File: config.mk
export PLATFORM = sky130hd
export DESIGN_NAME = wts_sequencer
export DESIGN_NICKNAME = d
export VERILOG_FILES = /design/src/wts_pkg.sv /design/src/wts_sequencer.sv
export SDC_FILE = /design/constraint.sdc
export NUM_CORES = 1
export LEC_CHECK = 0
export ABC_AREA = 1
export BUFFER_PORTS_ARGS = -buffer_cell sky130_fd_sc_hd__buf_2
export CORE_UTILIZATION = 30
export CTS_CLUSTER_DIAMETER = 150
export DETAILED_ROUTE_END_ITERATION = 10
export PLACE_DENSITY = 0.55
export SYNTH_ARGS = -nofsm -noshare
export SYNTH_HDL_FRONTEND = slang
export SYNTH_SLANG_ARGS = --single-unit
File: constraint.sdc
create_clock -name mclk -period 2.48 [get_ports mclk]
set_clock_uncertainty 0.05 [all_clocks]
set_input_delay 0.744 -clock mclk [delete_from_list [all_inputs] [get_ports mclk]]
set_output_delay 0.744 -clock mclk [all_outputs]
set_load 0.01 [all_outputs]
File: src/wts_pkg.sv
// package: constants, codes and types of the wait/trigger/step sequencer
package wts_pkg;
  // apb register byte offsets
  localparam logic [7:0] CTRL_OFS      = 8'h00;
  localparam logic [7:0] HOLD_OFS      = 8'h04;
  localparam logic [7:0] SETTLE_OFS    = 8'h08;
  localparam logic [7:0] STATUS_OFS    = 8'h0c;
  localparam logic [7:0] SCAN_OFS      = 8'h10;
  localparam logic [7:0] CMD_OFS       = 8'h14;
  localparam logic [7:0] TRIGCNT_OFS   = 8'h18;
  // command codes written to CMD
  localparam logic [2:0] CMD_HOLD      = 3'h1;
  localparam logic [2:0] CMD_TRIG_WAIT = 3'h2;
  localparam logic [2:0] CMD_SAMPLE    = 3'h3;
  localparam logic [2:0] CMD_QUERY     = 3'h4;
  localparam logic [2:0] CMD_SCAN_RUN  = 3'h5;
  localparam logic [2:0] CMD_CNT_RST   = 3'h6;
  // ctrl field positions
  localparam int CTRL_POLICY_BIT  = 0;
  localparam int CTRL_COUPLED_BIT = 1;
  localparam int CTRL_MACROQ_BIT  = 2;
  // reset values and limits
  localparam logic       POLICY_RST   = 1'b0;     // 0 = buffer
  localparam logic [31:0] SETTLE_RST  = 32'h0000_0000;
  localparam logic [31:0] HOLD_MAX    = 32'h3b9a_c9f6; // 999,999,990 tenths
  localparam logic [7:0] TRIG_FULL    = 8'hff;    // 255 pulses
  // tick prescaler
  localparam longint CLK_HZ     = 25_000_000;
  localparam longint TICK_MS    = 100;
  localparam logic [21:0] TICK_CYCLES =
    22'(CLK_HZ * TICK_MS / 1000);
  localparam int CMDQ_DEPTH = 4;
  typedef enum logic [2:0] {
    ST_IDLE   = 3'b000,
    ST_HOLD   = 3'b001,
    ST_SETTLE = 3'b010,
    ST_TWAIT  = 3'b011,
    ST_SCAN   = 3'b100
  } wts_state_t;
endpackage

File: src/wts_sequencer.sv
// module: command sequencer with hold, settle, trigger and step handling
//
// Contract
// - hold up to 99,999,999 s, then resume
// - hold counted in tenths of a second
// - only expiry or device-clear ends a hold
// - commands during hold queued, run after
// - hold indicator with remaining, unless macro query
// - no echo or prompt during hold; echo at expiry
// - new query aborts pending earlier query
// - settle delay on every sample selection
// - one settle delay shared by all inputs
// - device-clear aborts a settling sample selection
// - trigger policy buffer or error, buffer default
// - policy write empties trigger buffer
// - buffer counts up to 255 pulses
// - error policy latches flag, shown with result
// - no unexpected flag under buffer policy
// - trigger wait stalls until pulse consumed
// - step advances waiting root, else nothing
// - step advances params, measures, increments count
// - step stops continuous scan, keeps params
// - no coupled params gives error, no action
// - counter at nonzero limit gives only error
`timescale 1ns/100ps
module wts_sequencer
  import wts_pkg::*;
(
  // clock and reset
  input  wire logic        mclk,
  input  wire logic        rst_n,
  // apb slave
  input  wire logic        psel,
  input  wire logic        penable,
  input  wire logic        pwrite,
  input  wire logic [7:0]  paddr,
  input  wire logic [31:0] pwdata,
  output logic [31:0]      prdata,
  output logic             pready,
  output logic             pslverr,
  // external events
  input  wire logic        trig_in,
  input  wire logic        step_key,
  input  wire logic        dev_clear,
  input  wire logic        meas_done,
  // engine and display side
  output logic             meas_start,
  output logic             scan_advance,
  output logic             query_abort,
  output logic             hold_indicator_text,
  output logic             echo_enable,
  output logic             prompt_enable,
  output logic             err_unexp_trig,
  output logic             err_no_couple,
  output logic             err_count_reached
);
  wts_state_t state;
  logic [21:0] presc;
  logic        tick;
  logic [31:0] hold_left;
  logic [31:0] sample_settle_time;
  logic        trigger_policy;
  logic        coupled;
  logic        macro_query;
  logic [31:0] hold_len;
  logic        scan_cont;
  logic [7:0]  trig_cnt;
  logic        unexp_trig;
  logic [15:0] scan_iteration_count;
  logic [15:0] scan_iteration_limit;
  logic        query_pending;
  logic [2:0]  cmdq [CMDQ_DEPTH];
  logic [2:0]  q_wr, q_rd;
  logic [31:0] q_arg [CMDQ_DEPTH];
  logic        q_empty, q_full;
  logic        wr_acc, rd_acc, cmd_wr, policy_wr, trig_take;
  logic        buf_take;
  logic        step_ok, cnt_hit;
  logic [2:0]  cur_cmd;
  logic [31:0] cur_arg;
  logic [31:0] next_rdata;

  function automatic logic hit(input logic [7:0] a, input logic [7:0] o);
    return a == o;
  endfunction

  assign wr_acc    = psel && penable && pwrite;
  assign rd_acc    = psel && !penable && !pwrite;
  assign cmd_wr    = wr_acc && hit(paddr, CMD_OFS) && !q_full;
  assign policy_wr = wr_acc && hit(paddr, CTRL_OFS);
  assign q_empty   = q_wr == q_rd;
  assign q_full    = (q_wr[1:0] == q_rd[1:0]) && (q_wr[2] != q_rd[2]);
  assign cur_cmd   = cmdq[q_rd[1:0]];
  assign cur_arg   = q_arg[q_rd[1:0]];
  assign cnt_hit   = (scan_iteration_limit != 16'h0000) &&
                     (scan_iteration_count >= scan_iteration_limit);
  assign step_ok   = step_key && coupled && !cnt_hit &&
                     (state == ST_IDLE || state == ST_SCAN);
  // only a trigger wait takes pulses: a live one or the oldest buffered
  assign buf_take  = state == ST_TWAIT && trig_cnt != 8'h00;
  assign trig_take = state == ST_TWAIT && (trig_in || buf_take);

  // prescaler: one tick every tenth of a second
  always_ff @(posedge mclk or negedge rst_n) begin
    if (!rst_n) begin
      presc <= 22'h00_0000;
      tick  <= 1'b0;
    end else if (presc == TICK_CYCLES - 22'h00_0001) begin
      presc <= 22'h00_0000;
      tick  <= 1'b1;
    end else begin
      presc <= presc + 22'h00_0001;
      tick  <= 1'b0;
    end
  end

  // command queue: commands wait here while the sequencer is busy
  always_ff @(posedge mclk or negedge rst_n) begin
    if (!rst_n) begin
      q_wr <= 3'h0;
      for (int i = 0; i < CMDQ_DEPTH; i++) begin
        cmdq[i]  <= 3'h0;
        q_arg[i] <= 32'h0000_0000;
      end
    end else if (cmd_wr) begin
      cmdq[q_wr[1:0]]  <= pwdata[2:0];
      // full 32-bit hold length, latched as the command is queued
      q_arg[q_wr[1:0]] <= hold_len;
      q_wr             <= q_wr + 3'h1;
    end
  end

  // sequencer state machine
  always_ff @(posedge mclk or negedge rst_n) begin
    if (!rst_n) begin
      state        <= ST_IDLE;
      hold_left    <= 32'h0000_0000;
      q_rd         <= 3'h0;
      scan_cont    <= 1'b0;
      meas_start   <= 1'b0;
      scan_advance <= 1'b0;
    end else begin
      meas_start   <= 1'b0;
      scan_advance <= 1'b0;
      if (dev_clear) begin
        state     <= ST_IDLE;
        hold_left <= 32'h0000_0000;
        q_rd      <= q_wr;
        scan_cont <= 1'b0;
      end else begin
        case (state)
          ST_IDLE: begin
            if (step_ok) begin
              scan_advance <= 1'b1;
              state        <= ST_SCAN;
            end else if (!q_empty) begin
              q_rd <= q_rd + 3'h1;
              case (cur_cmd)
                CMD_HOLD: begin
                  hold_left <= (cur_arg > HOLD_MAX) ? HOLD_MAX
                                                    : cur_arg;
                  state     <= ST_HOLD;
                end
                CMD_SAMPLE: begin
                  hold_left <= sample_settle_time;
                  state     <= ST_SETTLE;
                end
                CMD_TRIG_WAIT: begin
                  state <= ST_TWAIT;
                end
                CMD_QUERY: begin
                  meas_start <= 1'b1;
                end
                CMD_SCAN_RUN: begin
                  // first point runs at the present parameter values
                  if (coupled) begin
                    scan_cont  <= 1'b1;
                    meas_start <= 1'b1;
                    state      <= ST_SCAN;
                  end
                end
                default: begin
                  state <= ST_IDLE;
                end
              endcase
            end
          end
          ST_HOLD, ST_SETTLE: begin
            // the queue is not served until the delay runs out
            if (hold_left == 32'h0000_0000) begin
              state <= ST_IDLE;
            end else if (tick) begin
              hold_left <= hold_left - 32'h0000_0001;
            end
          end
          ST_TWAIT: begin
            if (trig_take) begin
              state <= ST_IDLE;
            end
          end
          ST_SCAN: begin
            // a step stops a running scan; parameters are not reset
            if (step_key) begin
              scan_cont <= 1'b0;
            end
            if (scan_advance) begin
              meas_start <= 1'b1;
            end else if (meas_done) begin
              if (scan_cont && !step_key) begin
                scan_advance <= 1'b1;
              end else begin
                state <= ST_IDLE;
              end
            end
          end
          default: begin
            state <= ST_IDLE;
          end
        endcase
      end
    end
  end

  // query tracking: a later query aborts an earlier pending one
  always_ff @(posedge mclk or negedge rst_n) begin
    if (!rst_n) begin
      query_pending <= 1'b0;
      query_abort   <= 1'b0;
    end else begin
      query_abort <= 1'b0;
      if (state == ST_IDLE && !q_empty && cur_cmd == CMD_QUERY &&
          !step_ok && !dev_clear) begin
        query_abort   <= query_pending;
        query_pending <= 1'b1;
      end else if (meas_done || dev_clear) begin
        query_pending <= 1'b0;
      end
    end
  end

  // scan iteration counter and step errors
  always_ff @(posedge mclk or negedge rst_n) begin
    if (!rst_n) begin
      scan_iteration_count <= 16'h0000;
      err_no_couple        <= 1'b0;
      err_count_reached    <= 1'b0;
    end else begin
      err_no_couple     <= step_key && !coupled;
      err_count_reached <= step_key && coupled && cnt_hit;
      if (state == ST_IDLE && !q_empty && cur_cmd == CMD_CNT_RST &&
          !step_ok) begin
        scan_iteration_count <= 16'h0000;
      end else if (state == ST_SCAN && meas_done) begin
        scan_iteration_count <= scan_iteration_count + 16'h0001;
      end
    end
  end

  // trigger buffer and unexpected-trigger flag
  always_ff @(posedge mclk or negedge rst_n) begin
    if (!rst_n) begin
      trig_cnt   <= 8'h00;
      unexp_trig <= 1'b0;
    end else begin
      if (policy_wr) begin
        trig_cnt <= 8'h00;
      end else if (buf_take && !trig_in) begin
        // a live pulse in the same cycle keeps the count as it is
        trig_cnt <= trig_cnt - 8'h01;
      end else if (trig_in && !trig_take && !trigger_policy &&
                   trig_cnt != TRIG_FULL) begin
        trig_cnt <= trig_cnt + 8'h01;
      end
      // set wins over the clear at result time
      if (trig_in && !trig_take && trigger_policy) begin
        unexp_trig <= 1'b1;
      end else if (meas_done || (policy_wr && !pwdata[CTRL_POLICY_BIT])) begin
        unexp_trig <= 1'b0;
      end
    end
  end

  // flag reported alongside the result
  always_ff @(posedge mclk or negedge rst_n) begin
    if (!rst_n) begin
      err_unexp_trig <= 1'b0;
    end else if (meas_done) begin
      err_unexp_trig <= unexp_trig ||
                        (trig_in && !trig_take && trigger_policy);
    end else if (meas_start) begin
      err_unexp_trig <= 1'b0;
    end
  end

  // display and serial front-end controls
  always_ff @(posedge mclk or negedge rst_n) begin
    if (!rst_n) begin
      hold_indicator_text <= 1'b0;
      echo_enable         <= 1'b1;
      prompt_enable       <= 1'b1;
    end else begin
      hold_indicator_text <= (state == ST_HOLD || state == ST_TWAIT) &&
                             !macro_query;
      echo_enable         <= state == ST_IDLE;
      prompt_enable       <= state == ST_IDLE && q_empty;
    end
  end

  // configuration registers
  always_ff @(posedge mclk or negedge rst_n) begin
    if (!rst_n) begin
      trigger_policy       <= POLICY_RST;
      coupled              <= 1'b0;
      macro_query          <= 1'b0;
      sample_settle_time   <= SETTLE_RST;
      hold_len             <= 32'h0000_0000;
      scan_iteration_limit <= 16'h0000;
    end else if (wr_acc) begin
      if (hit(paddr, CTRL_OFS)) begin
        trigger_policy <= pwdata[CTRL_POLICY_BIT];
        coupled        <= pwdata[CTRL_COUPLED_BIT];
        macro_query    <= pwdata[CTRL_MACROQ_BIT];
      end
      if (hit(paddr, HOLD_OFS)) begin
        hold_len <= pwdata;
      end
      if (hit(paddr, SETTLE_OFS)) begin
        sample_settle_time <= pwdata;
      end
      if (hit(paddr, SCAN_OFS)) begin
        scan_iteration_limit <= pwdata[15:0];
      end
    end
  end

  // apb read mux, zero wait state
  always_comb begin
    next_rdata = 32'h0000_0000;
    case (paddr)
      CTRL_OFS:    next_rdata = {29'h0, macro_query, coupled,
                                 trigger_policy};
      HOLD_OFS:    next_rdata = hold_left;
      SETTLE_OFS:  next_rdata = sample_settle_time;
      STATUS_OFS:  next_rdata = {27'h0, unexp_trig, q_full, state};
      SCAN_OFS:    next_rdata = {scan_iteration_count,
                                 scan_iteration_limit};
      TRIGCNT_OFS: next_rdata = {24'h0, trig_cnt};
      default:     next_rdata = 32'h0000_0000;
    endcase
  end

  always_ff @(posedge mclk or negedge rst_n) begin
    if (!rst_n) begin
      prdata  <= 32'h0000_0000;
      pready  <= 1'b0;
      pslverr <= 1'b0;
    end else begin
      pready  <= psel && !penable;
      pslverr <= psel && !penable && paddr > TRIGCNT_OFS;
      if (rd_acc) begin
        prdata <= next_rdata;
      end
    end
  end
endmodule // wts_sequencer

-- Word-level counts from Yosys, hierarchy flattened
Cells that the tools add are included.
- add/subtract/negate cells: 7
- magnitude comparators: 6
- equality and inequality tests: 39
- multiplexer cells: 70
- bitwise operators: 2
- reductions and logical operators: 76
- operators by type and width (operator ; count):
    32-bit two-way mux ; 9
    32-bit one-hot mux with 6 select lines ; 1
    128-bit bitwise mux ; 1
    32-bit one-hot mux with 2 select lines ; 2
    32-bit binary-select mux with 2-bit select ; 1
    32-bit demux with 2-bit select ; 1
    3-bit two-way mux ; 16
    1-bit logical AND ; 34
    3-bit inequality test (second input constant) ; 11
    32-bit by 30-bit greater-than comparator with 1-bit output (second input constant) ; 1
    32-bit logical NOT ; 1
    16-bit two-way mux ; 2
    32-bit by 1-bit subtractor with 32-bit output (second input constant) ; 1
    8-bit by 5-bit equality test with 1-bit output (second input constant) ; 3
    1-bit two-way mux ; 24
    8-bit two-way mux ; 3
    22-bit by 1-bit adder with 22-bit output (second input constant) ; 1
    22-bit equality test (second input constant) ; 1
    22-bit two-way mux ; 1
    16-bit by 1-bit adder with 16-bit output (second input constant) ; 1
    8-bit by 4-bit equality test with 1-bit output (second input constant) ; 2
    16-bit greater-or-equal comparator ; 1
    16-bit nonzero test ; 1
    3-bit one-hot mux with 5 select lines ; 1
    other kinds (37) ; 80
- register bits after elaboration: 357
- input bits: 49
- output and inout port bits: 43
- logic and storage cells: 237

-- Longest topological paths before layout
Gate-level depths: netlist of run 1.
- depth after elaboration: 11
- gate-level depth with buffers: 21
- mapped depth without buffers: 18

-- Worst setup path before layout of run 1
Ideal clock, no wire load.
- path type: register -> register
- start: reg state[1]
- end: reg trig_cnt[7]
- setup time: 0.124 ns
- data arrival time: 2.262 ns
- data required time: 2.306 ns
- slack: 0.044 ns
- cell stages (with the launch flop): 17
- buffers on the path: 0
- clock period less this slack: 2.436 ns
- cells stage by stage: dfrtp_1 > inv_1 > nor3_1 > inv_1 > nor2_1 > nand2_1 > inv_1 > ha_1 > nand3_1 > nand3_1 > a21oi_1 > o21bai_1 > nand2_1 > nand2_1 > a21oi_1 > xor2_1 > o21ai_1
- longest elaborated chain between the ends: 9
- elaborated cells on any way between the ends: 12
- classes of those cells: eq/ne (1); mux (2); reduce/logical (9)
- ends and longest elaborated chain (item ; line ; text):
    from (decl) ; wts_sequencer.sv:57 ; wts_state_t state;
    from (signal assigned) ; wts_sequencer.sv:136 ; state <= ST_IDLE;
    from (signal assigned) ; wts_sequencer.sv:146 ; state <= ST_IDLE;
    from (signal assigned) ; wts_sequencer.sv:155 ; state <= ST_SCAN;
    3-bit by 2-bit equality test with 1-bit output * ; wts_sequencer.sv:100, wts_sequencer.sv:101 ;
    1-bit logical AND ; wts_sequencer.sv:100 ; assign buf_take = state == ST_TWAIT && trig_cnt != 8'h00;
    1-bit logical OR ; wts_sequencer.sv:101 ; assign trig_take = state == ST_TWAIT && (trig_in || buf_take);
    1-bit logical AND ; wts_sequencer.sv:101 ;
    1-bit logical NOT ; wts_sequencer.sv:270 ; end else if (trig_in && !trig_take && !trigger_policy &&
    1-bit logical AND (3 in series) ; wts_sequencer.sv:270 ;
    3-bit nonzero test (no line) ; n/a ;
    to (signal assigned) ; wts_sequencer.sv:269 ; trig_cnt <= trig_cnt - 8'h01;
    to (signal assigned) ; wts_sequencer.sv:272 ; trig_cnt <= trig_cnt + 8'h01;
    to (decl) ; wts_sequencer.sv:67 ; logic [7:0] trig_cnt;
Every way passes the cells marked *; elsewhere a longest branch is shown, timed or not.
A chain may end at the register's enable or synchronous reset.

-- Worst setup path in the final report of run 1
- start: reg q_rd[0]
- end: reg hold_left[4]
- longest elaborated chain between the ends: 11
- elaborated cells on any way between the ends: 20
- classes of those cells: order compare (1); eq/ne (5); mux (12); bitwise (1); reduce/logical (1)
- ends and longest elaborated chain (item ; line ; text):
    from (decl) ; wts_sequencer.sv:73 ; logic [2:0] q_wr, q_rd;
    from (signal assigned) ; wts_sequencer.sv:148 ; q_rd <= q_wr;
    from (signal assigned) ; wts_sequencer.sv:157 ; q_rd <= q_rd + 3'h1;
    2-bit inverter with 3-bit output (not written as such) ; wts_sequencer.sv:93, wts_sequencer.sv:94 ;
    32-bit binary-select mux with 2-bit select ; wts_sequencer.sv:94 ; assign cur_arg = q_arg[q_rd[1:0]];
    32-bit two-way mux (not written as such) (2 in series) ; wts_sequencer.sv:94 ;
    32-bit by 30-bit greater-than comparator with 1-bit output ; wts_sequencer.sv:160 ; hold_left <= (cur_arg > HOLD_MAX) ? HOLD_MAX
    32-bit two-way mux ; wts_sequencer.sv:160 ;
    32-bit one-hot mux with 2 select lines ; wts_sequencer.sv:158 ; case (cur_cmd)
    32-bit two-way mux ; wts_sequencer.sv:156 ; end else if (!q_empty) begin
    32-bit two-way mux ; wts_sequencer.sv:153 ; if (step_ok) begin
    32-bit one-hot mux with 2 select lines ; wts_sequencer.sv:151 ; case (state)
    32-bit two-way mux ; wts_sequencer.sv:145 ; if (dev_clear) begin
    to (signal assigned) ; wts_sequencer.sv:160 ;
    to (signal assigned) ; wts_sequencer.sv:165 ; hold_left <= sample_settle_time;
    to (signal assigned) ; wts_sequencer.sv:193 ; hold_left <= hold_left - 32'h0000_0001;
    to (decl) ; wts_sequencer.sv:60 ; logic [31:0] hold_left;
Parallel ways exist; a longest one is shown, timed or not. The select of a mux whose other input is x is not followed.

==> summary.md, run 1 <==
| Metric | Value |
|---|---|
| Synth warnings | `0` |
| Final WS setup | `-0.1621 ns` |
| Cell chosen for the clock root | `clkbuf_16` |
| Routed wire length | `64220 um` |
| Tot Pwr | `24.04 mW` |
| Vias per cell | `4.935` |
| Total clock sinks | `~360` |
| Post-detail-place hpwl | `between 40000 and 50000 um` |
| Max FO, Critical Path | `14` |
| Syn_nets | `~2500` |
| DRC viols | `0` |
| Area Overhead vs Synth | `29.47%` |
| Die area | `between 60000 and 70000 um^2` |
| Startpoint types | `flip-flop` |
| Largest net degree at the start of global routing | `71` |
| Hold buffers post-CTS | `0` |
| Slew Viols, Final | `0` |
| Reg2Reg Launch Point | `q_rd[0]` |
| CP arrival | `just over 3 ns` |
| Pwr/cell area | `1004 nW/um^2` |
| Reg-to-reg critical path endpoint | `hold_left[4]` |
| Setup-failing EPs final | `23` |
| Sequential fraction of the synthesis area | `0.4832` |
| Worst setup path endpoint | `hold_left[4]` |
| Clk pin slew, worst setup/hold paths | `roughly 0.06 ns` |
| R2R cell count | `18` |
| RSZ-0062 raised after global routing | `true` |
| Post-Place Cells | `3445` |
| Initial antenna violation count | `3` |
| Crit path launch | `q_rd[0]` |
| Static Leak | `11.62 nW` |
| I/O pin cnt | `between 90 and 100` |
| DR vias | `roughly 18000` |
| Worst min path class | `in2async` |
| CP Class | `reg2reg` |
| Pre-Repair DR Iteration Count | `5` |
| Failing checks | `negative setup slack` |
| Yosys cell types | `48` |
| Area of the core | `approximately 61000 um^2` |
| Detailed Route Iter0 Violations | `~1700` |
| Routed Antenna Nets | `0` |
| GP Congestion | `~0.91` |
| Instance count of the mapped netlist | `2445` |
| Vias in the first global route | `between 15000 and 20000` |
| WP data required | `approximately 2.9 ns` |
| Die W | `250.3 um` |
| Rows | `90` |
| Filler cell count | `6229` |
| Finished Layout Cells | `3564` |
| Critical path capture point type | `flip-flop` |
| Final worst-path cycle share | `1.065` |
| EDFF count, synth | `0` |
| Fin area | `~24000 um^2` |
| Fraction of layout cells with a size suffix above 1 | `0.2045` |
| Syn_area_per_cell | `between 7 and 8 um^2` |
| Final hold vios | `0` |
| All-Layer GR Usage | `0.1964` |
| Number of max-cap violations | `0` |
| Max Clk Rate | `~0.38 GHz` |
| Top FF cell, synth | `dfrtp_1` |
| N_diodes | `0` |
| Nets | `about 2800` |
| CTS tree | `done` |
| Worst vdd ir | `between 500 and 600 uV` |
| Min Tclk post-route | `~2.6 ns` |
| First-pass GRT wire length | `approximately 96000 um` |
| FF-to-FF setup slack | `-0.16 ns` |
| Initial core utilization | `0.3052` |
| Asr flop ratio synth | `1.000` |
| Placed cell area | `21400 um^2` |
| WL/cell | `18.02 um` |
| Max-slew headroom | `0.5869` |
| Chip Height | `approximately 250 um` |
| Status | `finished, violations left` |
| Worst-Margin Slew | `~0.62 ns` |
| Number of synthesized register bits | `around 360` |
| TritonCTS Buffers | `44` |
| Worst skew pair latency | `roughly 0.59 ns` |
| Post-Syn Area | `around 18000 um^2` |
| IO buf count | `between 90 and 100` |
| GRT overflow | `0` |
| CTS Buffer Depth | `3` |
| H-tree depth | `2` |
layout make-up:
class | count | area [um^2] | share of cell area
Clock buffer | 65 | 1313 | 0.05482
Clock inverter | 13 | 235.2 | 0.009825
Inverter | 290 | 1122 | 0.04688
Multi-Input combinational cell | 1695 | 8343 | 0.3485
Sequential cell | 357 | 8940 | 0.3734
Tap cell | 782 | 978.4 | 0.04087
Timing Repair Buffer | 358 | 2947 | 0.1231
Timing Repair inverter | 4 | 63.81 | 0.002665
critical path, cell delays in order, from the launching register on:
cell      delay (ns)
dfrtp_4         0.59
buf_4           0.22
inv_8           0.13
nand2_1         0.06
o211ai_1        0.13
nand2_2         0.13
buf_4           0.15
nand3_1         0.07
nor2_1          0.06
nor2_2          0.19
nand2_4         0.08
nand2_4         0.10
buf_12          0.14
buf_12          0.11
nand2_1         0.07
nand2_1         0.07
nand2_1         0.05
nand2_1         0.07
nand2_1         0.05
cell usage after synthesis, drive strengths merged (13+ instances only):
cell    number  share of area
ha          30          0.020
xor2        28          0.013
inv        287          0.059
nand3      131          0.036
a21oi       93          0.025
nand2      775           0.16
nor2       168          0.036
o21ai      320          0.087
buf         43          0.017
nor4        13         0.0044
dfrtp      355           0.48
nand4       18         0.0061
clkbuf      60          0.012
nor3        38          0.011
o22ai       30          0.010
cell usage in the layout (no fill, tap or decap), types with 5 or more instances in the layout:
| master | synthesis | final |
|---|---|---|
| bufinv_16 | 0 | 6 |
| clkbuf_1 | 60 | 10 |
| nand4_1 | 18 | 18 |
| nand3b_1 | 6 | 6 |
| clkbuf_16 | 0 | 52 |
| clkbuf_8 | 0 | 9 |
| o22ai_1 | 30 | 29 |
| inv_1 | 281 | 270 |
| nor3_1 | 37 | 34 |
| nand2_1 | 774 | 725 |
| nand2_2 | 1 | 46 |
| a21oi_1 | 92 | 88 |
| buf_4 | 12 | 229 |
| a221oi_1 | 6 | 6 |
| ha_1 | 30 | 27 |
| nand3_1 | 129 | 111 |
| inv_2 | 5 | 13 |
| nor2_2 | 7 | 17 |
| nor2_1 | 158 | 147 |
| nor4_1 | 13 | 12 |
| or2_2 | 5 | 5 |
| o21ai_0 | 310 | 303 |
| buf_2 | 16 | 90 |
| o21ai_1 | 10 | 14 |
| dfrtp_1 | 355 | 354 |
| nand3_2 | 2 | 20 |
| xor2_1 | 28 | 28 |
| buf_12 | 0 | 26 |
power breakdown:
| group | internal [mW] | switching [mW] | total (mW) |
|---|---|---|---|
| sequential | 6.28 | 0.422 | 6.70 |
| clock | 4.28 | 2.67 | 6.95 |
| combinational | 4.23 | 6.16 | 10.4 |
| total | 14.8 | 9.25 | 24.0 |
sequential cells by signal, summed over array words and instances, names as in the netlist, 8 cells and up:
register / cells
q_arg: 128
hold_left: 32
hold_len: 32
prdata: 32
sample_settle_time: 32
presc: 22
scan_iteration_count: 16
scan_iteration_limit: 16
cmdq: 12
trig_cnt: 8
metal layers:
layer | track usage | vias up | wire length (um)
met3 | 0.02785 | 88 | 4360
met2 | 0.3040 | 568 | 28750
met1 | 0.2828 | 8468 | 29400
met5 | 0 | - | 0
met4 | 0.05907 | 0 | 1702
li1 | - | 8464 | -
timing repair:
| item | in CTS | in global routing |
|---|---|---|
| gates resized for setup | 21 | 115 |
| buffers inserted | 2 | 25 |
| setup endpoints to repair | 33 | 60 |
| pin swaps | 1 | 31 |
| cloned | 1 | 13 |
how the worst min path moves through the flow:
stage | start | to | depth (start not counted)
after global routing | rst_n | q_arg[43] | 1
final | rst_n | q_arg[43] | 1
after global placement | coupled | err_no_couple | 1
after CTS | rst_n | q_arg[43] | 1
after floorplan | coupled | err_no_couple | 1
after detailed placement | prdata[3] | prdata[3] | 2
through the flow:
step | setup TNS, ns | hold slack, ns | util | setup WS [ns]
finish | -2.575 | 0.04655 | 0.3952 | -0.1621
global route | -7.375 | 0.05981 | 0.3952 | -0.3097
CTS | -0.2406 | 0.02771 | 0.3809 | -0.04930
detailed placement | -40.11 | 0.4154 | 0.3532 | -0.3072
global placement | -41.92 | 0.4051 | 0.3532 | -0.2926
floorplan | 0 | 0.3719 | - | 0.04404
cell families after synthesis:
| kind of cell | after synthesis | synth area share |
|---|---|---|
| AND/OR/NAND/NOR | 1158 | 0.2564 |
| AO/OA/AOI/OAI | 474 | 0.1353 |
| buffers and inverters | 393 | 0.08857 |
| adder cells (fa/ha/maj) | 31 | 0.02138 |
| XOR/XNOR | 32 | 0.01516 |
| flip-flops | 357 | 0.4832 |
No activity file was read; power rests on OpenSTA's default activity.
==> run 2: changes to the inputs <==
--- a/config.mk
+++ b/config.mk
@@ -10,7 +10,6 @@
 export CORE_UTILIZATION = 30
 export CTS_CLUSTER_DIAMETER = 150
 export DETAILED_ROUTE_END_ITERATION = 10
-export PLACE_DENSITY = 0.55
 export SYNTH_ARGS = -nofsm -noshare
 export SYNTH_HDL_FRONTEND = slang
 export SYNTH_SLANG_ARGS = --single-unit
==> summary.md, run 2 (same netlist as run 1, synthesis figures left out) <==
| Metric | Value |
|---|---|
| WHS | `0.02290 ns (was 0.04655 ns)` |
| Largest net degree at the start of global routing | `71 (unchanged)` |
| Worst vdd ir | `544.4 uV (was 557.9 uV)` |
| Post-Place Cells | `3391 (was 3445)` |
| Setup-failing EPs final | `3 (was 23)` |
| Pwr/cell area | `936.0 nW/um^2 (was 1004 nW/um^2)` |
| Total clock sinks | `357 (unchanged)` |
| Placed cell area | `21150 um^2 (was 21400 um^2)` |
| Routed Antenna Nets | `0 (unchanged)` |
| DR vias | `16800 (was 17590)` |
| Startpoint types | `flip-flop (unchanged)` |
| Fin area | `23050 um^2 (was 23940 um^2)` |
| CTS Buffer Depth | `3 (unchanged)` |
| Die W | `250.3 um (unchanged)` |
| Die area | `62640 um^2 (unchanged)` |
| Initial antenna violation count | `5 (was 3)` |
| GRT overflow | `0 (unchanged)` |
| Critical-path cell list | `buf_12 > buf_12 > buf_4 > nand2_1 > nand2_1 > nand2_1 > nand2_2 > nor2_1 > nand2_1 > nor2_4 > nand2_1 > nand2_1 > nand2_2 > nand2_4 > nand2_8 > clkbuf_16 > nand3b_1 > nand2_1 > nand2_1 > nand2_1 (was buf_4 > inv_8 > nand2_1 > o211ai_1 > nand2_2 > buf_4 > nand3_1 > nor2_1 > nor2_2 > nand2_4 > nand2_4 > buf_12 > buf_12 > nand2_1 > nand2_1 > nand2_1 > nand2_1 > nand2_1)` |
| Nets | `2753 (was 2830)` |
| Top reg by flops | `q_arg (unchanged)` |
| Util after Layout | `0.3804 (was 0.3952)` |
| CP peak stage delay | `0.41 ns (was 0.59 ns)` |
| Crit path buf inv count | `4 (was 5)` |
| Vias in the first global route | `15940 (was 16770)` |
| Final worst-path cycle share | `1.010 (was 1.065)` |
| Vias per cell | `4.832 (was 4.935)` |
| Cell chosen for the clock root | `clkbuf_16 (unchanged)` |
| Worst-Margin Slew | `0.5523 ns (was 0.6197 ns)` |
| Critical path capture point type | `flip-flop (unchanged)` |
| Rows | `90 (unchanged)` |
| Final WS setup | `-0.02417 ns (was -0.1621 ns)` |
| Most frequent cells in the layout | `732 x nand2_1, 354 x dfrtp_1, 303 x o21ai_0, 272 x inv_1, 155 x buf_4 (was 725 x nand2_1, 354 x dfrtp_1, 303 x o21ai_0, 270 x inv_1, 229 x buf_4)` |
| Crit-path slowest cell | `dfrtp_2 (was dfrtp_4)` |
| IO buf count | `91 (unchanged)` |
| Max-slew headroom | `0.6284 (was 0.5869)` |
| Area Overhead vs Synth | `24.62% (was 29.47%)` |
| All-Layer GR Usage | `0.1786 (was 0.1964)` |
| Clk pin slew, worst setup/hold paths | `0.06 ns (about the same)` |
| TritonCTS Buffers | `39 (was 44)` |
| Max FFs per register | `128 (unchanged)` |
| RSZ-0062 raised after global routing | `true (unchanged)` |
| Worst skew pair latency | `0.55 ns (was 0.59 ns)` |
| CP most frequent cell | `nand2_1 (unchanged)` |
| Slew Viols, Final | `0 (unchanged)` |
| Failing checks | `negative setup slack (unchanged)` |
| CP Class | `reg2reg (unchanged)` |
| GP Congestion | `0.8655 (was 0.9149)` |
| CP arrival | `2.89 ns (was 3.05 ns)` |
| Post-detail-place hpwl | `40610 um (was 44430 um)` |
| Static Leak | `11.14 nW (was 11.62 nW)` |
| Max Clk Rate | `0.3993 GHz (was 0.3785 GHz)` |
| WP data required | `2.87 ns (was 2.89 ns)` |
| Pre-Repair DR Iteration Count | `5 (unchanged)` |
| Finished Layout Cells | `3478 (was 3564)` |
| Number of max-cap violations | `0 (unchanged)` |
| Max FO, Critical Path | `15 (was 14)` |
| Worst min path class | `in2async (unchanged)` |
| Final hold vios | `0 (unchanged)` |
| Tot Pwr | `21.57 mW (was 24.04 mW)` |
| I/O pin cnt | `92 (unchanged)` |
| Initial core utilization | `0.3052 (unchanged)` |
| First-pass GRT wire length | `88450 um (was 96040 um)` |
| WL/cell | `16.49 um (was 18.02 um)` |
| Chip Height | `250.3 um (unchanged)` |
| Routed wire length | `57360 um (was 64220 um)` |
| Detailed Route Iter0 Violations | `1222 (was 1661)` |
| Commonest non-fill, non-tap cell in the layout | `nand2_1 (unchanged)` |
| DRC viols | `0 (unchanged)` |
| CP top delay family | `simple AND/OR/NAND/NOR gates (unchanged)` |
| Fraction of layout cells with a size suffix above 1 | `0.1703 (was 0.2045)` |
| Status | `finished, violations left (unchanged)` |
| H-tree depth | `2 (unchanged)` |
| CTS tree | `done (unchanged)` |
| Area of the core | `60580 um^2 (unchanged)` |
| N_diodes | `0 (unchanged)` |
| Min Tclk post-route | `2.504 ns (was 2.642 ns)` |
==> run 2: cell count changes in the layout (fill, tap and decap cells not counted), moves of 5 or more <==
cell       delta
buf_4        -74
nand3_2      -13
nor2_2       -10
buf_12        +9
nand2_2       -9
nand3_1       +9
clkbuf_16     -8
nand2_1       +7
nor2_4        +6
bufinv_16     -5
==> run 2: layout make-up <==
cell class / instances / area, um^2
Clock buffer: 57 / 1144
Clock inverter: 7 / 82.58
Fill cell: 6279 / 37540
Inverter: 290 / 1096
Multi-Input combinational cell: 1695 / 8292
Sequential cell: 357 / 8937
Tap cell: 782 / 978.4
Timing Repair Buffer: 290 / 2516
==> run 2: worst register-to-register path, cell delays in order (launching register included) <==
cell and delay [ns]:
dfrtp_2 0.41, buf_12 0.15, buf_12 0.15, buf_4 0.16
nand2_1 0.08, nand2_1 0.06, nand2_1 0.07, nand2_2 0.10
nor2_1 0.10, nand2_1 0.09, nor2_4 0.12, nand2_1 0.07
nand2_1 0.07, nand2_2 0.07, nand2_4 0.10, nand2_8 0.08
clkbuf_16 0.19, nand3b_1 0.12, nand2_1 0.07, nand2_1 0.06
nand2_1 0.05
==> run 2: path summary, 6_finish.rpt <==
check	to	depth (start not counted)	start	slack [ns]
worst min-delay path	prdata[24]	1	rst_n	0.02
max in group asynchronous	echo_enable	2	rst_n	1.60
worst max-delay path	hold_left[13]	20	q_rd[0]	-0.02
min in group mclk	pready	2	penable	0.33
worst min register to register	err_no_couple	1	coupled	0.42
worst max register to register	hold_left[13]	20	q_rd[0]	-0.02
==> run 2: what timing repair did <==
item	CTS	global route
endpoints found under the hold margin	0	0
resized for setup	15	91
setup endpoints to repair	35	56
cloned	1	6
pin swaps	1	34
hold buffers	0	0
setup buffers	2	14
==> run 2: report_power, final <==
group | switching (mW) | leakage (nW) | internal, mW
clock | 2.42 | 0.606 | 3.29
combinational | 5.52 | 5.67 | 3.62
sequential | 0.450 | 4.86 | 6.27
==> run 2: stage by stage <==
step | worst slack, ns | setup TNS (ns)
global route | -0.1965 | -4.680
global placement | -0.06970 | -7.242
floorplan | 0.04404 | 0
CTS | 0.003525 | 0
detailed placement | -0.1103 | -9.486
finish | -0.02417 | -0.03515
==> run 2: routing by layer <==
metal	GRT usage	wire [um]
met2	0.2805	25320
met4	0.04926	1396
met3	0.03367	3754
met1	0.2499	26830
met5	0	61
